===== config.mk =====
export PLATFORM = sky130hd
export DESIGN_NAME = scr_regs
export DESIGN_NICKNAME = d
export VERILOG_FILES = /design/src/scr_pkg.sv /design/src/scr_regs.sv
export SDC_FILE = /design/constraint.sdc
export NUM_CORES = 1
export LEC_CHECK = 0
export BUFFER_PORTS_ARGS = -buffer_cell sky130_fd_sc_hd__buf_2
export CAP_MARGIN = 10
export CORE_ASPECT_RATIO = 1.25
export CORE_MARGIN = 3
export CORE_UTILIZATION = 56
export CTS_CLUSTER_SIZE = 40
export DETAILED_ROUTE_END_ITERATION = 12
export PLACE_DENSITY = 0.95
export SYNTH_ARGS = -nofsm -noshare
export SYNTH_HDL_FRONTEND = slang
export SYNTH_SLANG_ARGS = --single-unit

===== constraint.sdc =====
create_clock -name clk_i -period 6.9 [get_ports clk_i]
set_input_delay 1.725 -clock clk_i [delete_from_list [all_inputs] [get_ports clk_i]]
set_output_delay 1.725 -clock clk_i [all_outputs]
set_load 0.03 [all_outputs]

===== src/scr_pkg.sv =====
package scr_pkg;
    // ------------------------------------------------------------
    // Register map
    // ------------------------------------------------------------
    localparam logic [7:0]  CONFIG_OFFSET    = 8'h00;
    localparam logic [7:0]  REFRESH_OFFSET   = 8'h04;
    localparam logic [7:0]  TIMING_OFFSET    = 8'h08;
    localparam logic [7:0]  STATUS_OFFSET    = 8'h0C;
    // ------------------------------------------------------------
    // Field positions
    // ------------------------------------------------------------
    localparam int          CL_LSB           = 9;
    localparam int          KEY_BIT          = 8;
    localparam int          BANK_LSB         = 4;
    localparam int          PAGE_LSB         = 0;
    localparam int          TRFC_LSB         = 0;
    // ------------------------------------------------------------
    // Reset values and limits
    // ------------------------------------------------------------
    localparam logic [2:0]  CL_RESET         = 3'h3;
    localparam logic [2:0]  BANK_RESET       = 3'h2;
    localparam logic [2:0]  PAGE_RESET       = 3'h0;
    localparam logic [12:0] RATE_RESET       = 13'h04E2;
    localparam logic [12:0] RATE_MIN         = 13'h0020;
    localparam logic [3:0]  TRFC_RESET       = 4'h0;
    localparam logic [31:0] UNMAPPED_DATA    = 32'h0000_0000;
endpackage : scr_pkg


===== src/scr_regs.sv =====
// What this block does
// - The latency field changes only on a write that also sets the write key bit.
// - The write key bit always reads back as zero.
// - Latency code 2 means two cycles and 3 means three; other codes are reserved.
// - Writing latency, key, bank count or page size starts SDRAM initialization.
// - Bits 6-4 give the bank count: 0 one, 1 two, 2 four; others reserved.
// - Bits 2-0 give column bits 8 to 11 for codes 0 to 3; others reserved.
// - Reserved config bits 7 and 3 and refresh bits 31-13 read as zero.
// - Bits 12-0 of refresh control set the refresh period, reset value 4E2h.
// - A written refresh rate below 20h is replaced by twice the refresh cycle time plus one.
// - A write touching the lower three config bytes starts init; upper byte alone does not.
`timescale 1ns/1ps
module scr_regs (
    input  wire logic        clk_i,
    input  wire logic        rst_i,
    input  wire logic        wb_cyc_i,
    input  wire logic        wb_stb_i,
    input  wire logic        wb_we_i,
    input  wire logic [7:0]  wb_adr_i,
    input  wire logic [3:0]  wb_sel_i,
    input  wire logic [31:0] wb_dat_i,
    output logic      [31:0] wb_dat_o,
    output logic             wb_ack_o,
    output logic      [1:0]  cas_latency_o,
    output logic      [2:0]  bank_count_o,
    output logic      [3:0]  column_bits_o,
    output logic             init_start_o,
    output logic             refresh_req_o
);
    // ------------------------------------------------------------
    // Bus decode
    // ------------------------------------------------------------
    logic        req;
    logic        wr;
    logic        cfg_wr;
    logic        rate_wr;
    logic        trfc_wr;
    logic        low_touch;
    logic [31:0] rd_data;
    logic [2:0]  cas_latency_field_reg;
    logic [2:0]  internal_bank_count_reg;
    logic [2:0]  column_page_size_reg;
    logic [12:0] refresh_interval_reg;
    logic [12:0] refresh_interval_next;
    logic [3:0]  refresh_cycle_time_reg;
    logic [12:0] count_reg;
    logic        count_done;

    assign req       = wb_cyc_i && wb_stb_i && !wb_ack_o;
    assign wr        = req && wb_we_i;
    assign cfg_wr    = wr && (wb_adr_i == scr_pkg::CONFIG_OFFSET);
    assign rate_wr   = wr && (wb_adr_i == scr_pkg::REFRESH_OFFSET) && (wb_sel_i[1:0] != 2'b00);
    assign trfc_wr   = wr && (wb_adr_i == scr_pkg::TIMING_OFFSET) && wb_sel_i[0];
    assign low_touch = cfg_wr && (wb_sel_i[2:0] != 3'b000);

    always_ff @(posedge clk_i) begin
        if (rst_i) begin
            wb_ack_o <= 1'b0;
        end else begin
            wb_ack_o <= req;
        end
    end

    always_comb begin
        rd_data = scr_pkg::UNMAPPED_DATA;
        case (wb_adr_i)
            scr_pkg::CONFIG_OFFSET: begin
                // Key bit, bits 7 and 3 read zero
                rd_data[scr_pkg::CL_LSB +: 3]   = cas_latency_field_reg;
                rd_data[scr_pkg::BANK_LSB +: 3] = internal_bank_count_reg;
                rd_data[scr_pkg::PAGE_LSB +: 3] = column_page_size_reg;
            end
            scr_pkg::REFRESH_OFFSET: begin
                rd_data[12:0] = refresh_interval_reg;
            end
            scr_pkg::TIMING_OFFSET: begin
                rd_data[scr_pkg::TRFC_LSB +: 4] = refresh_cycle_time_reg;
            end
            scr_pkg::STATUS_OFFSET: begin
                rd_data[12:0] = count_reg;
            end
            default: begin
                rd_data = scr_pkg::UNMAPPED_DATA;
            end
        endcase
    end

    always_ff @(posedge clk_i) begin
        if (rst_i) begin
            wb_dat_o <= 32'h0000_0000;
        end else if (req && !wb_we_i) begin
            wb_dat_o <= rd_data;
        end
    end

    // ------------------------------------------------------------
    // Configuration fields
    // ------------------------------------------------------------
    always_ff @(posedge clk_i) begin
        if (rst_i) begin
            cas_latency_field_reg <= scr_pkg::CL_RESET;
        end else if (cfg_wr && wb_sel_i[1] && wb_dat_i[scr_pkg::KEY_BIT]) begin
            cas_latency_field_reg <= wb_dat_i[scr_pkg::CL_LSB +: 3];
        end
    end

    always_ff @(posedge clk_i) begin
        if (rst_i) begin
            internal_bank_count_reg <= scr_pkg::BANK_RESET;
            column_page_size_reg    <= scr_pkg::PAGE_RESET;
        end else if (cfg_wr && wb_sel_i[0]) begin
            internal_bank_count_reg <= wb_dat_i[scr_pkg::BANK_LSB +: 3];
            column_page_size_reg    <= wb_dat_i[scr_pkg::PAGE_LSB +: 3];
        end
    end

    always_ff @(posedge clk_i) begin
        if (rst_i) begin
            cas_latency_o <= 2'h3;
            bank_count_o  <= 3'h4;
            column_bits_o <= 4'h8;
        end else begin
            // Reserved codes hold the previous decode
            case (cas_latency_field_reg)
                3'h2:    cas_latency_o <= 2'h2;
                3'h3:    cas_latency_o <= 2'h3;
                default: cas_latency_o <= cas_latency_o;
            endcase
            case (internal_bank_count_reg)
                3'h0:    bank_count_o <= 3'h1;
                3'h1:    bank_count_o <= 3'h2;
                3'h2:    bank_count_o <= 3'h4;
                default: bank_count_o <= bank_count_o;
            endcase
            if (column_page_size_reg < 3'h4) begin
                column_bits_o <= 4'h8 + {1'b0, column_page_size_reg};
            end
        end
    end

    always_ff @(posedge clk_i) begin
        if (rst_i) begin
            init_start_o <= 1'b0;
        end else begin
            init_start_o <= low_touch;
        end
    end

    // ------------------------------------------------------------
    // Refresh rate and counter
    // ------------------------------------------------------------
    always_ff @(posedge clk_i) begin
        if (rst_i) begin
            refresh_cycle_time_reg <= scr_pkg::TRFC_RESET;
        end else if (trfc_wr) begin
            refresh_cycle_time_reg <= wb_dat_i[scr_pkg::TRFC_LSB +: 4];
        end
    end

    always_comb begin
        refresh_interval_next = refresh_interval_reg;
        if (wb_sel_i[0]) begin
            refresh_interval_next[7:0] = wb_dat_i[7:0];
        end
        if (wb_sel_i[1]) begin
            refresh_interval_next[12:8] = wb_dat_i[12:8];
        end
        if (refresh_interval_next < scr_pkg::RATE_MIN) begin
            refresh_interval_next = {8'h00, refresh_cycle_time_reg, 1'b1};
        end
    end

    always_ff @(posedge clk_i) begin
        if (rst_i) begin
            refresh_interval_reg <= scr_pkg::RATE_RESET;
        end else if (rate_wr) begin
            refresh_interval_reg <= refresh_interval_next;
        end
    end

    assign count_done = (count_reg == 13'h0000);

    always_ff @(posedge clk_i) begin
        if (rst_i) begin
            count_reg     <= scr_pkg::RATE_RESET;
            refresh_req_o <= 1'b0;
        end else begin
            refresh_req_o <= count_done;
            if (count_done) begin
                count_reg <= refresh_interval_reg;
            end else begin
                count_reg <= count_reg - 13'h0001;
            end
        end
    end
endmodule : scr_regs


## Word level (Yosys, flattened, before mapping)

Cells that the tools add are included.

- Add/sub/neg operators: 2
- $lt $le $gt $ge: 2
- Equality and inequality tests: 7
- Muxes and demuxes: 12
- Reduce and logical (&&, ||, !) cells: 22

Operators with widths:

| operator | number |
|---|---|
| $pmux W3 S3 | 3 |
| $mux W13 | 2 |
| $eq A8 B4 Y1 const B | 2 |
| $logic_and A1 B1 Y1 | 13 |
| $logic_not A13 Y1 | 1 |
| $lt A13 B6 Y1 const B | 1 |
| $sub A13 B1 Y13 const B | 1 |
| $pmux W3 S4 | 1 |
| $eq A3 B2 Y1 const B | 3 |
| $eq A8 B3 Y1 const B | 1 |
| $logic_not A8 Y1 | 1 |
| $mux W8 | 1 |
| $pmux W2 S2 | 2 |
| $reduce_bool A3 Y1 | 2 |
| $mux W5 | 1 |
| $add A4 B3 Y4 const A | 1 |
| $reduce_bool A2 Y1 | 2 |
| $eq A3 B1 Y1 const B | 1 |
| $logic_not A3 Y1 | 1 |
| $lt A3 B3 Y1 const B | 1 |
| $pmux W1 S3 | 1 |
| $logic_not A1 Y1 | 2 |
| $pmux W1 S2 | 1 |

- Flip-flop bits (word level): 64
- Input port bits: 49

## Logic depth before layout (Yosys ltp)

Gate-level depths: netlist of run 1.

- Depth after elaboration: 6
- Depth in mapped cells: 8

## Worst setup path before layout of run 1

Ideal clock, no wire load.

- Path kind: in2reg
- Start: input port wb_sel_i[1]
- End: register refresh_interval_reg[4]
- Library setup time: 0.145 ns
- Data arrival time: 3.205 ns
- Required time: 6.755 ns
- Setup slack: 3.550 ns
- Cell stages on the path: 6
- Path buffers: 1
- Cell sequence: buf_4 -> or4b_1 -> o22a_1 -> nor4_4 -> nor3b_1 -> a2111oi_2

- Cells in the longest elaborated chain, start to end: 3
- Elaborated cells between the ends (all ways): 5

RTL lines:

| item | RTL line | text |
|---|---|---|
| start, declared | scr_regs.sv:20 | `input wire logic [3:0] wb_sel_i,` |
| $mux W5 | scr_regs.sv:165 | `if (wb_sel_i[1]) begin` |
| $lt A13 B6 Y1 | scr_regs.sv:168 | `if (refresh_interval_next < scr_pkg::RATE_MIN) begin` |
| $mux W13 | scr_regs.sv:168 |  |
| end signal, assigned | scr_regs.sv:175 | `refresh_interval_reg <= scr_pkg::RATE_RESET;` |
| end signal, assigned | scr_regs.sv:177 | `refresh_interval_reg <= refresh_interval_next;` |
| end, declared | scr_regs.sv:43 | `logic [12:0] refresh_interval_reg;` |

Parallel ways exist; a longest one is shown, timed or not.
A chain may end at the register's enable or synchronous reset.

## Worst setup path after layout of run 1

- Start: input port wb_adr_i[1]
- End: register refresh_interval_reg[4]

- Cells in the longest elaborated chain, start to end: 3

RTL lines:

| item | RTL line | text |
|---|---|---|
| start, declared | scr_regs.sv:19 | `input wire logic [7:0] wb_adr_i,` |
| $eq A8 B3 Y1 | scr_regs.sv:52 | `assign rate_wr = wr && (wb_adr_i == scr_pkg::REFRESH_OFFSET) && (wb_sel_i[1:0] != 2'b00);` |
| $logic_and A1 B1 Y1 (2 in series) | scr_regs.sv:52 |  |

No other way between the ends.

==> results of run 1 <==
==> final timing paths <==
kind                              from                                    to  depth (start not counted)
min reg2reg  wb_dat_o[12]$_SDFFE_PP0P_             wb_dat_o[12]$_SDFFE_PP0P_                          2
min          wb_dat_o[12]$_SDFFE_PP0P_             wb_dat_o[12]$_SDFFE_PP0P_                          2
max reg2reg    count_reg[2]$_SDFF_PP0_               count_reg[1]$_SDFF_PP1_                          4
max                        wb_adr_i[1]  refresh_interval_reg[4]$_SDFFE_PP0P_                          7
==> power breakdown <==
group	internal, mW	total [mW]	leakage, nW	switching (mW)
combinational	0.0233	0.0743	0.852	0.0510
sequential	0.363	0.370	0.501	0.00690
clock	0.148	0.282	0.0865	0.134
total	0.534	0.726	1.44	0.192
==> placed cells by master (no fill, tap or decap), drive strengths merged, types with 2 or more instances in the layout <==
cell type   n
a31oi       3
or2         5
o21bai      2
clkbuf     14
dfxtp      62
or3         3
nor3       13
xor2        6
inv        13
nand4b      2
nand3b      3
nand2      41
nand4       3
a211oi      8
mux4        3
nand2b      4
and3        5
o31ai       2
ha          2
nor4        4
conb       21
or4         2
nor2       48
nor2b       4
a22oi      10
mux2i      16
nand3       6
a221oi      2
o311a       3
a21oi      21
a211o       5
buf        52
a21o        2
o21ai      13
and2        2
==> stage by stage <==
stage          total power [mW]  hold WS [ps]
2_1_floorplan             0.441           441
6_report                  0.726           447
3_3_place_gp              0.447           423
4_1_cts                   0.729           450
3_5_place_dp              0.450           442
5_1_grt                   0.752           465
==> layer usage <==
metal | track usage [%] | routed length (µm) | part of all wire [%] | vias up
met1 | 27.3 | 2900 | 40 | 1273
met2 | 38.5 | 3450 | 48 | 124
met4 | 14.1 | 147 | 2.0 | 0
li1 | - | - | - | 1341
met5 | 0 | 0 | 0 | -
met3 | 6.86 | 707 | 9.8 | 18
==> area by class of cell <==
| type | instances | area share, % |
|---|---|---|
| repair buffers | 52 | 7.59 |
| multi-input cells | 274 | 48.0 |
| flip-flops and latches | 62 | 35.9 |
| well taps | 62 | 2.24 |
| clock buffers | 14 | 4.70 |
| inverters | 13 | 1.41 |
| clock inverters | 1 | 0.145 |
==> critical path, cell delays in order <==
cell	delay, ps
buf_2	100
or4_1	570
nor4_1	260
buf_4	230
o21ai_1	250
nor3b_1	320
a2111oi_2	80
==> cell families after synthesis <==
group | Yosys count | share of synthesized area [%]
muxes | 20 | 7.65
AOI/OAI and AO/OA | 75 | 16.0
buffers and inverters | 55 | 9.33
DFF | 62 | 39.7
other | 2 | 0.240
adders and majority gates | 2 | 0.801
xor gates and xnor gates | 7 | 1.96
and+or+nand+nor | 149 | 24.3
==> impl_metrics.csv, run 1 <==
group,metric,value,unit
drt,vias_per_cell,5.77,
grt,antenna_found_initial,0,
worst_setup_path,cp_max_fo,11,
drt,vias,2756,
cts,cts_buffers,9,
die,die_h,89.5,µm
placement,place_hpwl,5.03,mm
synthesis,netlist_area,3120,µm²
power,peakVddDrop,125,µV
grt,first_global_vias,2572,
layout,syn2layout_area_growth,10.8,%
die,fp.coreArea,5230,µm²
drt,drt-total-wl,7.20,mm
placement,port_buffers,51,
layout,multi_input_area,1660,µm²
synthesis,yosys-top-cells-count,"62 x dfxtp_1, 47 x nor2_1, 41 x nand2_1",
worst_hold_path,hp-class,"flip-flop to flip-flop",
placement,dp_slack,3210,ps
worst_setup_path,setup.worst_path.start_class,"primary input",
die,io-pin-count,93,
sta,rsz0062_at_grt,"no",
sta,tns,0,ps
worst_setup_path,critical_path_required,7090,ps
sta,relSlewSlack,26.1,%
cts,numClockSinks,62,
layout,fin_cells,478,
cts,cts_setup_buffers,0,
worst_setup_path,cp-end-kind,"flip-flop",
grt,grt.total_usage,23.6,%
layout,final_area,3460,µm²
synthesis,synth_seq_cells,62,
synthesis,yosysTopAreaCellShare,39.7,%
synthesis,ys.flop_type,"dfxtp_1",
job,maxCapViolations,0,
synthesis,synthArstFlopShare,0,%
cts,path_clk_slew,70,ps
sta,setup_viol,0,
cts,root_buffer,"clkbuf_8",
drt,wl_per_cell,15.1,µm
layout,nets,463,
synthesis,ys_seq_area_share,39.7,%
layout,seq_area,1240,µm²
layout,final_core_util,66.2,%
synthesis,synth_edf_count,0,
synthesis,synth.most_common_cell,"dfxtp_1",
grt,grt_max_degree,66,
worst_setup_path,crit_type,"primary input to flip-flop",
cts,clk_path_buf_depth,2,
grt,grt_pass1_wl,11.8,mm
sta,tightest_slew,1110,ps
die,row_count,29,
drt,route.detailed.drc,0,
drt,drtIter0Drc,229,
placement,placedInstanceArea,3290,µm²
drt,ant_nets,0,
sta,fin_crit,3350,ps
synthesis,syn_avg_cell_area,8.40,µm²
cts,h-tree-depth,3,
power,p_leak,1.44,nW
synthesis,yosysWarnings,0,
die,dieArea,6520,µm²
synthesis,synth_cells,372,
placement,place_congestion,0.809,
die,initial_core_util,59.8,%
die,die_x,72.8,µm
layout,diodes,0,
synthesis,synth.area.top_cells,"dfxtp_1 40%, nor2_1 5.6%, buf_4 5.3%, mux2i_1 5.1%, nand2_1 4.9%",
synthesis,yosysTopAreaCell,"dfxtp_1",
status,outcome,"completed",
worst_setup_path,rrSetupSlack,4640,ps
synthesis,synth.distinct_cells,53,
worst_setup_path,crit_arrival,3540,ps
layout,drive_above_1_share,18.5,%
power,p_per_area,210,nW/µm²
placement,dp_cells,463,
sta,hold_violations,0,
layout,fillCellCount,408,
cts,cts_hold_buf,0,
drt,firstDrtPassIters,5,
cts,insertion_delay,350,ps
grt,grt_overflow,0,
sta,drv_slew,0,
cts,cts_tree,"done",
sta,clock_skew,8.24,ps
sta,max_freq,298,MHz
sta,layout_setup_ws,3550,ps
sta,period_share,48.6,%
cts,cts_resized,0,
(Power assumes the default switching activity.)
==> run 2, diff against run 1 <==
--- a/config.mk
+++ b/config.mk
@@ -9,10 +9,10 @@
 export CAP_MARGIN = 10
 export CORE_ASPECT_RATIO = 1.25
 export CORE_MARGIN = 3
-export CORE_UTILIZATION = 56
+export CORE_UTILIZATION = 47
 export CTS_CLUSTER_SIZE = 40
 export DETAILED_ROUTE_END_ITERATION = 12
-export PLACE_DENSITY = 0.95
+export PLACE_DENSITY = 0.86
 export SYNTH_ARGS = -nofsm -noshare
 export SYNTH_HDL_FRONTEND = slang
 export SYNTH_SLANG_ARGS = --single-unit
==> constraint.sdc (replaced) <==
create_clock -name clk_i -period 2.8 [get_ports clk_i]
set_input_delay 0.7 -clock clk_i [delete_from_list [all_inputs] [get_ports clk_i]]
set_output_delay 0.7 -clock clk_i [all_outputs]
set_load 0.03 [all_outputs]
==> run 2 against run 1 <==
Against the previous run: register-to-register slack got worse by 3900 ps; sequential power increased by 150%; first-iteration DRC count increased by 11%; critical path depth unchanged; routed wire length increased by 0.49%; clock skew about the same; flip-flop and latch count unchanged; cell area increased by 3.5%; via count decreased by 1.3%; worst hold slack improved by 1.4 ps; non-clock buffer count increased by 6.
==> impl_metrics.csv, run 2 (synthesis gave the netlist of run 1 again) <==
group,metric,value,unit
worst_hold_path,hold_depth,2,
cts,cts_tree,"done",
sta,rsz0062_at_grt,"no",
worst_setup_path,r2r-end,"refresh_interval_reg[4]$_SDFFE_PP0P_",
sta,layout_setup_ws,448,ps
sta,drv_slew,0,
worst_setup_path,crit_arrival,2540,ps
sta,tightest_slew,912,ps
sta,tns,0,ps
grt,grt_overflow,0,
worst_setup_path,cp-end-kind,"flip-flop",
layout,syn2layout_area_growth,14.7,%
cts,cts_setup_buffers,0,
worst_setup_path,setup.worst_path.start_class,"primary input",
placement,placedInstanceArea,3370,µm²
worst_setup_path,rrSetupSlack,700,ps
layout,final_area,3580,µm²
die,dieArea,7670,µm²
die,io-pin-count,93,
placement,dp_cells,492,
die,row_count,32,
sta,relSlewSlack,39.2,%
layout,diodes,0,
sta,clock_skew,8.02,ps
sta,fin_crit,2350,ps
worst_hold_path,hold_end,"wb_dat_o[7]$_SDFFE_PP0P_",
worst_setup_path,r2r.worst_path.cells,5,
drt,vias_per_cell,5.35,
layout,fin_cells,508,
sta,setup_viol,0,
layout,final_common_cell,"dfxtp_1",
placement,place_congestion,0.904,
die,fp.coreArea,6330,µm²
worst_hold_path,hp-class,"flip-flop to flip-flop",
layout,drive_above_1_share,20.1,%
die,die_x,78.9,µm
cts,root_buffer,"clkbuf_8",
sta,period_share,84.0,%
grt,antenna_found_initial,0,
status,outcome,"completed",
die,die_h,97.2,µm
cts,cts_resized,0,
grt,grt.total_usage,19.5,%
sta,max_freq,425,MHz
drt,drt-total-wl,7.24,mm
cts,cts_hold_buf,0,
power,p_per_area,548,nW/µm²
layout,nets,469,
worst_setup_path,cp_max_fo,11,
power,p_leak,1.49,nW
power,peakVddDrop,232,µV
drt,ant_nets,0,
drt,vias,2720,
sta,whs,448,ps
drt,firstDrtPassIters,5,
cts,insertion_delay,340,ps
worst_setup_path,crit_type,"primary input to flip-flop",
grt,grt_max_degree,54,
placement,place_hpwl,5.28,mm
grt,grt_pass1_wl,11.9,mm
cts,cts_buffers,9,
placement,dp_slack,120,ps
worst_hold_path,worstHoldStart,"wb_dat_o[7]$_SDFFE_PP0P_",
drt,wl_per_cell,14.2,µm
cts,path_clk_slew,70,ps
cts,numClockSinks,62,
job,maxCapViolations,0,
drt,route.detailed.drc,0,
die,initial_core_util,49.4,%
worst_setup_path,reg2reg_from,"refresh_interval_reg[11]$_SDFFE_PP0P_",
sta,hold_violations,0,
layout,final_cell_mix,"62 x dfxtp_1, 51 x buf_2, 47 x nor2_1, 41 x nand2_1",
grt,first_global_vias,2581,
placement,port_buffers,51,
drt,drtIter0Drc,255,
cts,h-tree-depth,3,
cts,clk_path_buf_depth,2,
worst_setup_path,critical_path_required,2990,ps
==> run 2: area by class of cell <==
cell class / count / area [µm²]
sequential: 62 / 1240
timing repair buffer: 58 / 308
clock inverter: 4 / 70.1
multi-input combinational: 274 / 1660
clock buffer: 12 / 145
fill: 586 / 2740
tap: 85 / 106
inverter: 13 / 48.8
==> run 2: metrics by stage <==
step           util, %  power (mW)
6_report          56.6        1.96
5_1_grt           56.6        2.04
4_1_cts           56.6        1.98
3_5_place_dp      53.2        1.11
3_3_place_gp      53.2        1.11
2_1_floorplan        -        1.09
==> run 2: power breakdown <==
part	leakage, nW	internal (mW)	switching, mW	total [mW]
clock	0.110	0.523	0.345	0.868
combinational	0.881	0.0600	0.124	0.184
sequential	0.501	0.893	0.0164	0.910
total	1.49	1.48	0.486	1.96
==> run 2: layer usage <==
metal | track usage, % | up-vias | part of all wire [%]
li1 | - | 1351 | -
met4 | 10.8 | 0 | 2.6
met1 | 24.4 | 1252 | 43
met5 | 0 | - | 0
met2 | 30.5 | 98 | 47
met3 | 4.64 | 19 | 7.1
==> run 2: worst max path at each step <==
| stage | depth (start not counted) | slack (ps) | from | end |
|---|---|---|---|---|
| final | 7 | 450 | wb_adr_i[1] | refresh_interval_reg[4]$_SDFFE_PP0P_ |
| after global routing | 7 | 310 | wb_adr_i[1] | refresh_interval_reg[4]$_SDFFE_PP0P_ |
| after CTS | 7 | 490 | wb_adr_i[1] | refresh_interval_reg[4]$_SDFFE_PP0P_ |
| after detailed placement | 7 | 120 | wb_adr_i[1] | refresh_interval_reg[4]$_SDFFE_PP0P_ |
| after global placement | 7 | 210 | wb_adr_i[1] | refresh_interval_reg[4]$_SDFFE_PP0P_ |
| after floorplan | 6 | 480 | wb_sel_i[1] | refresh_interval_reg[4]$_SDFFE_PP0P_ |
==> run 2: critical path, stage by stage <==
cell,delay (ps)
buf_2,100
or4_1,560
nor4_1,300
buf_4,240
o21ai_1,230
nor3b_1,320
a2111oi_2,80
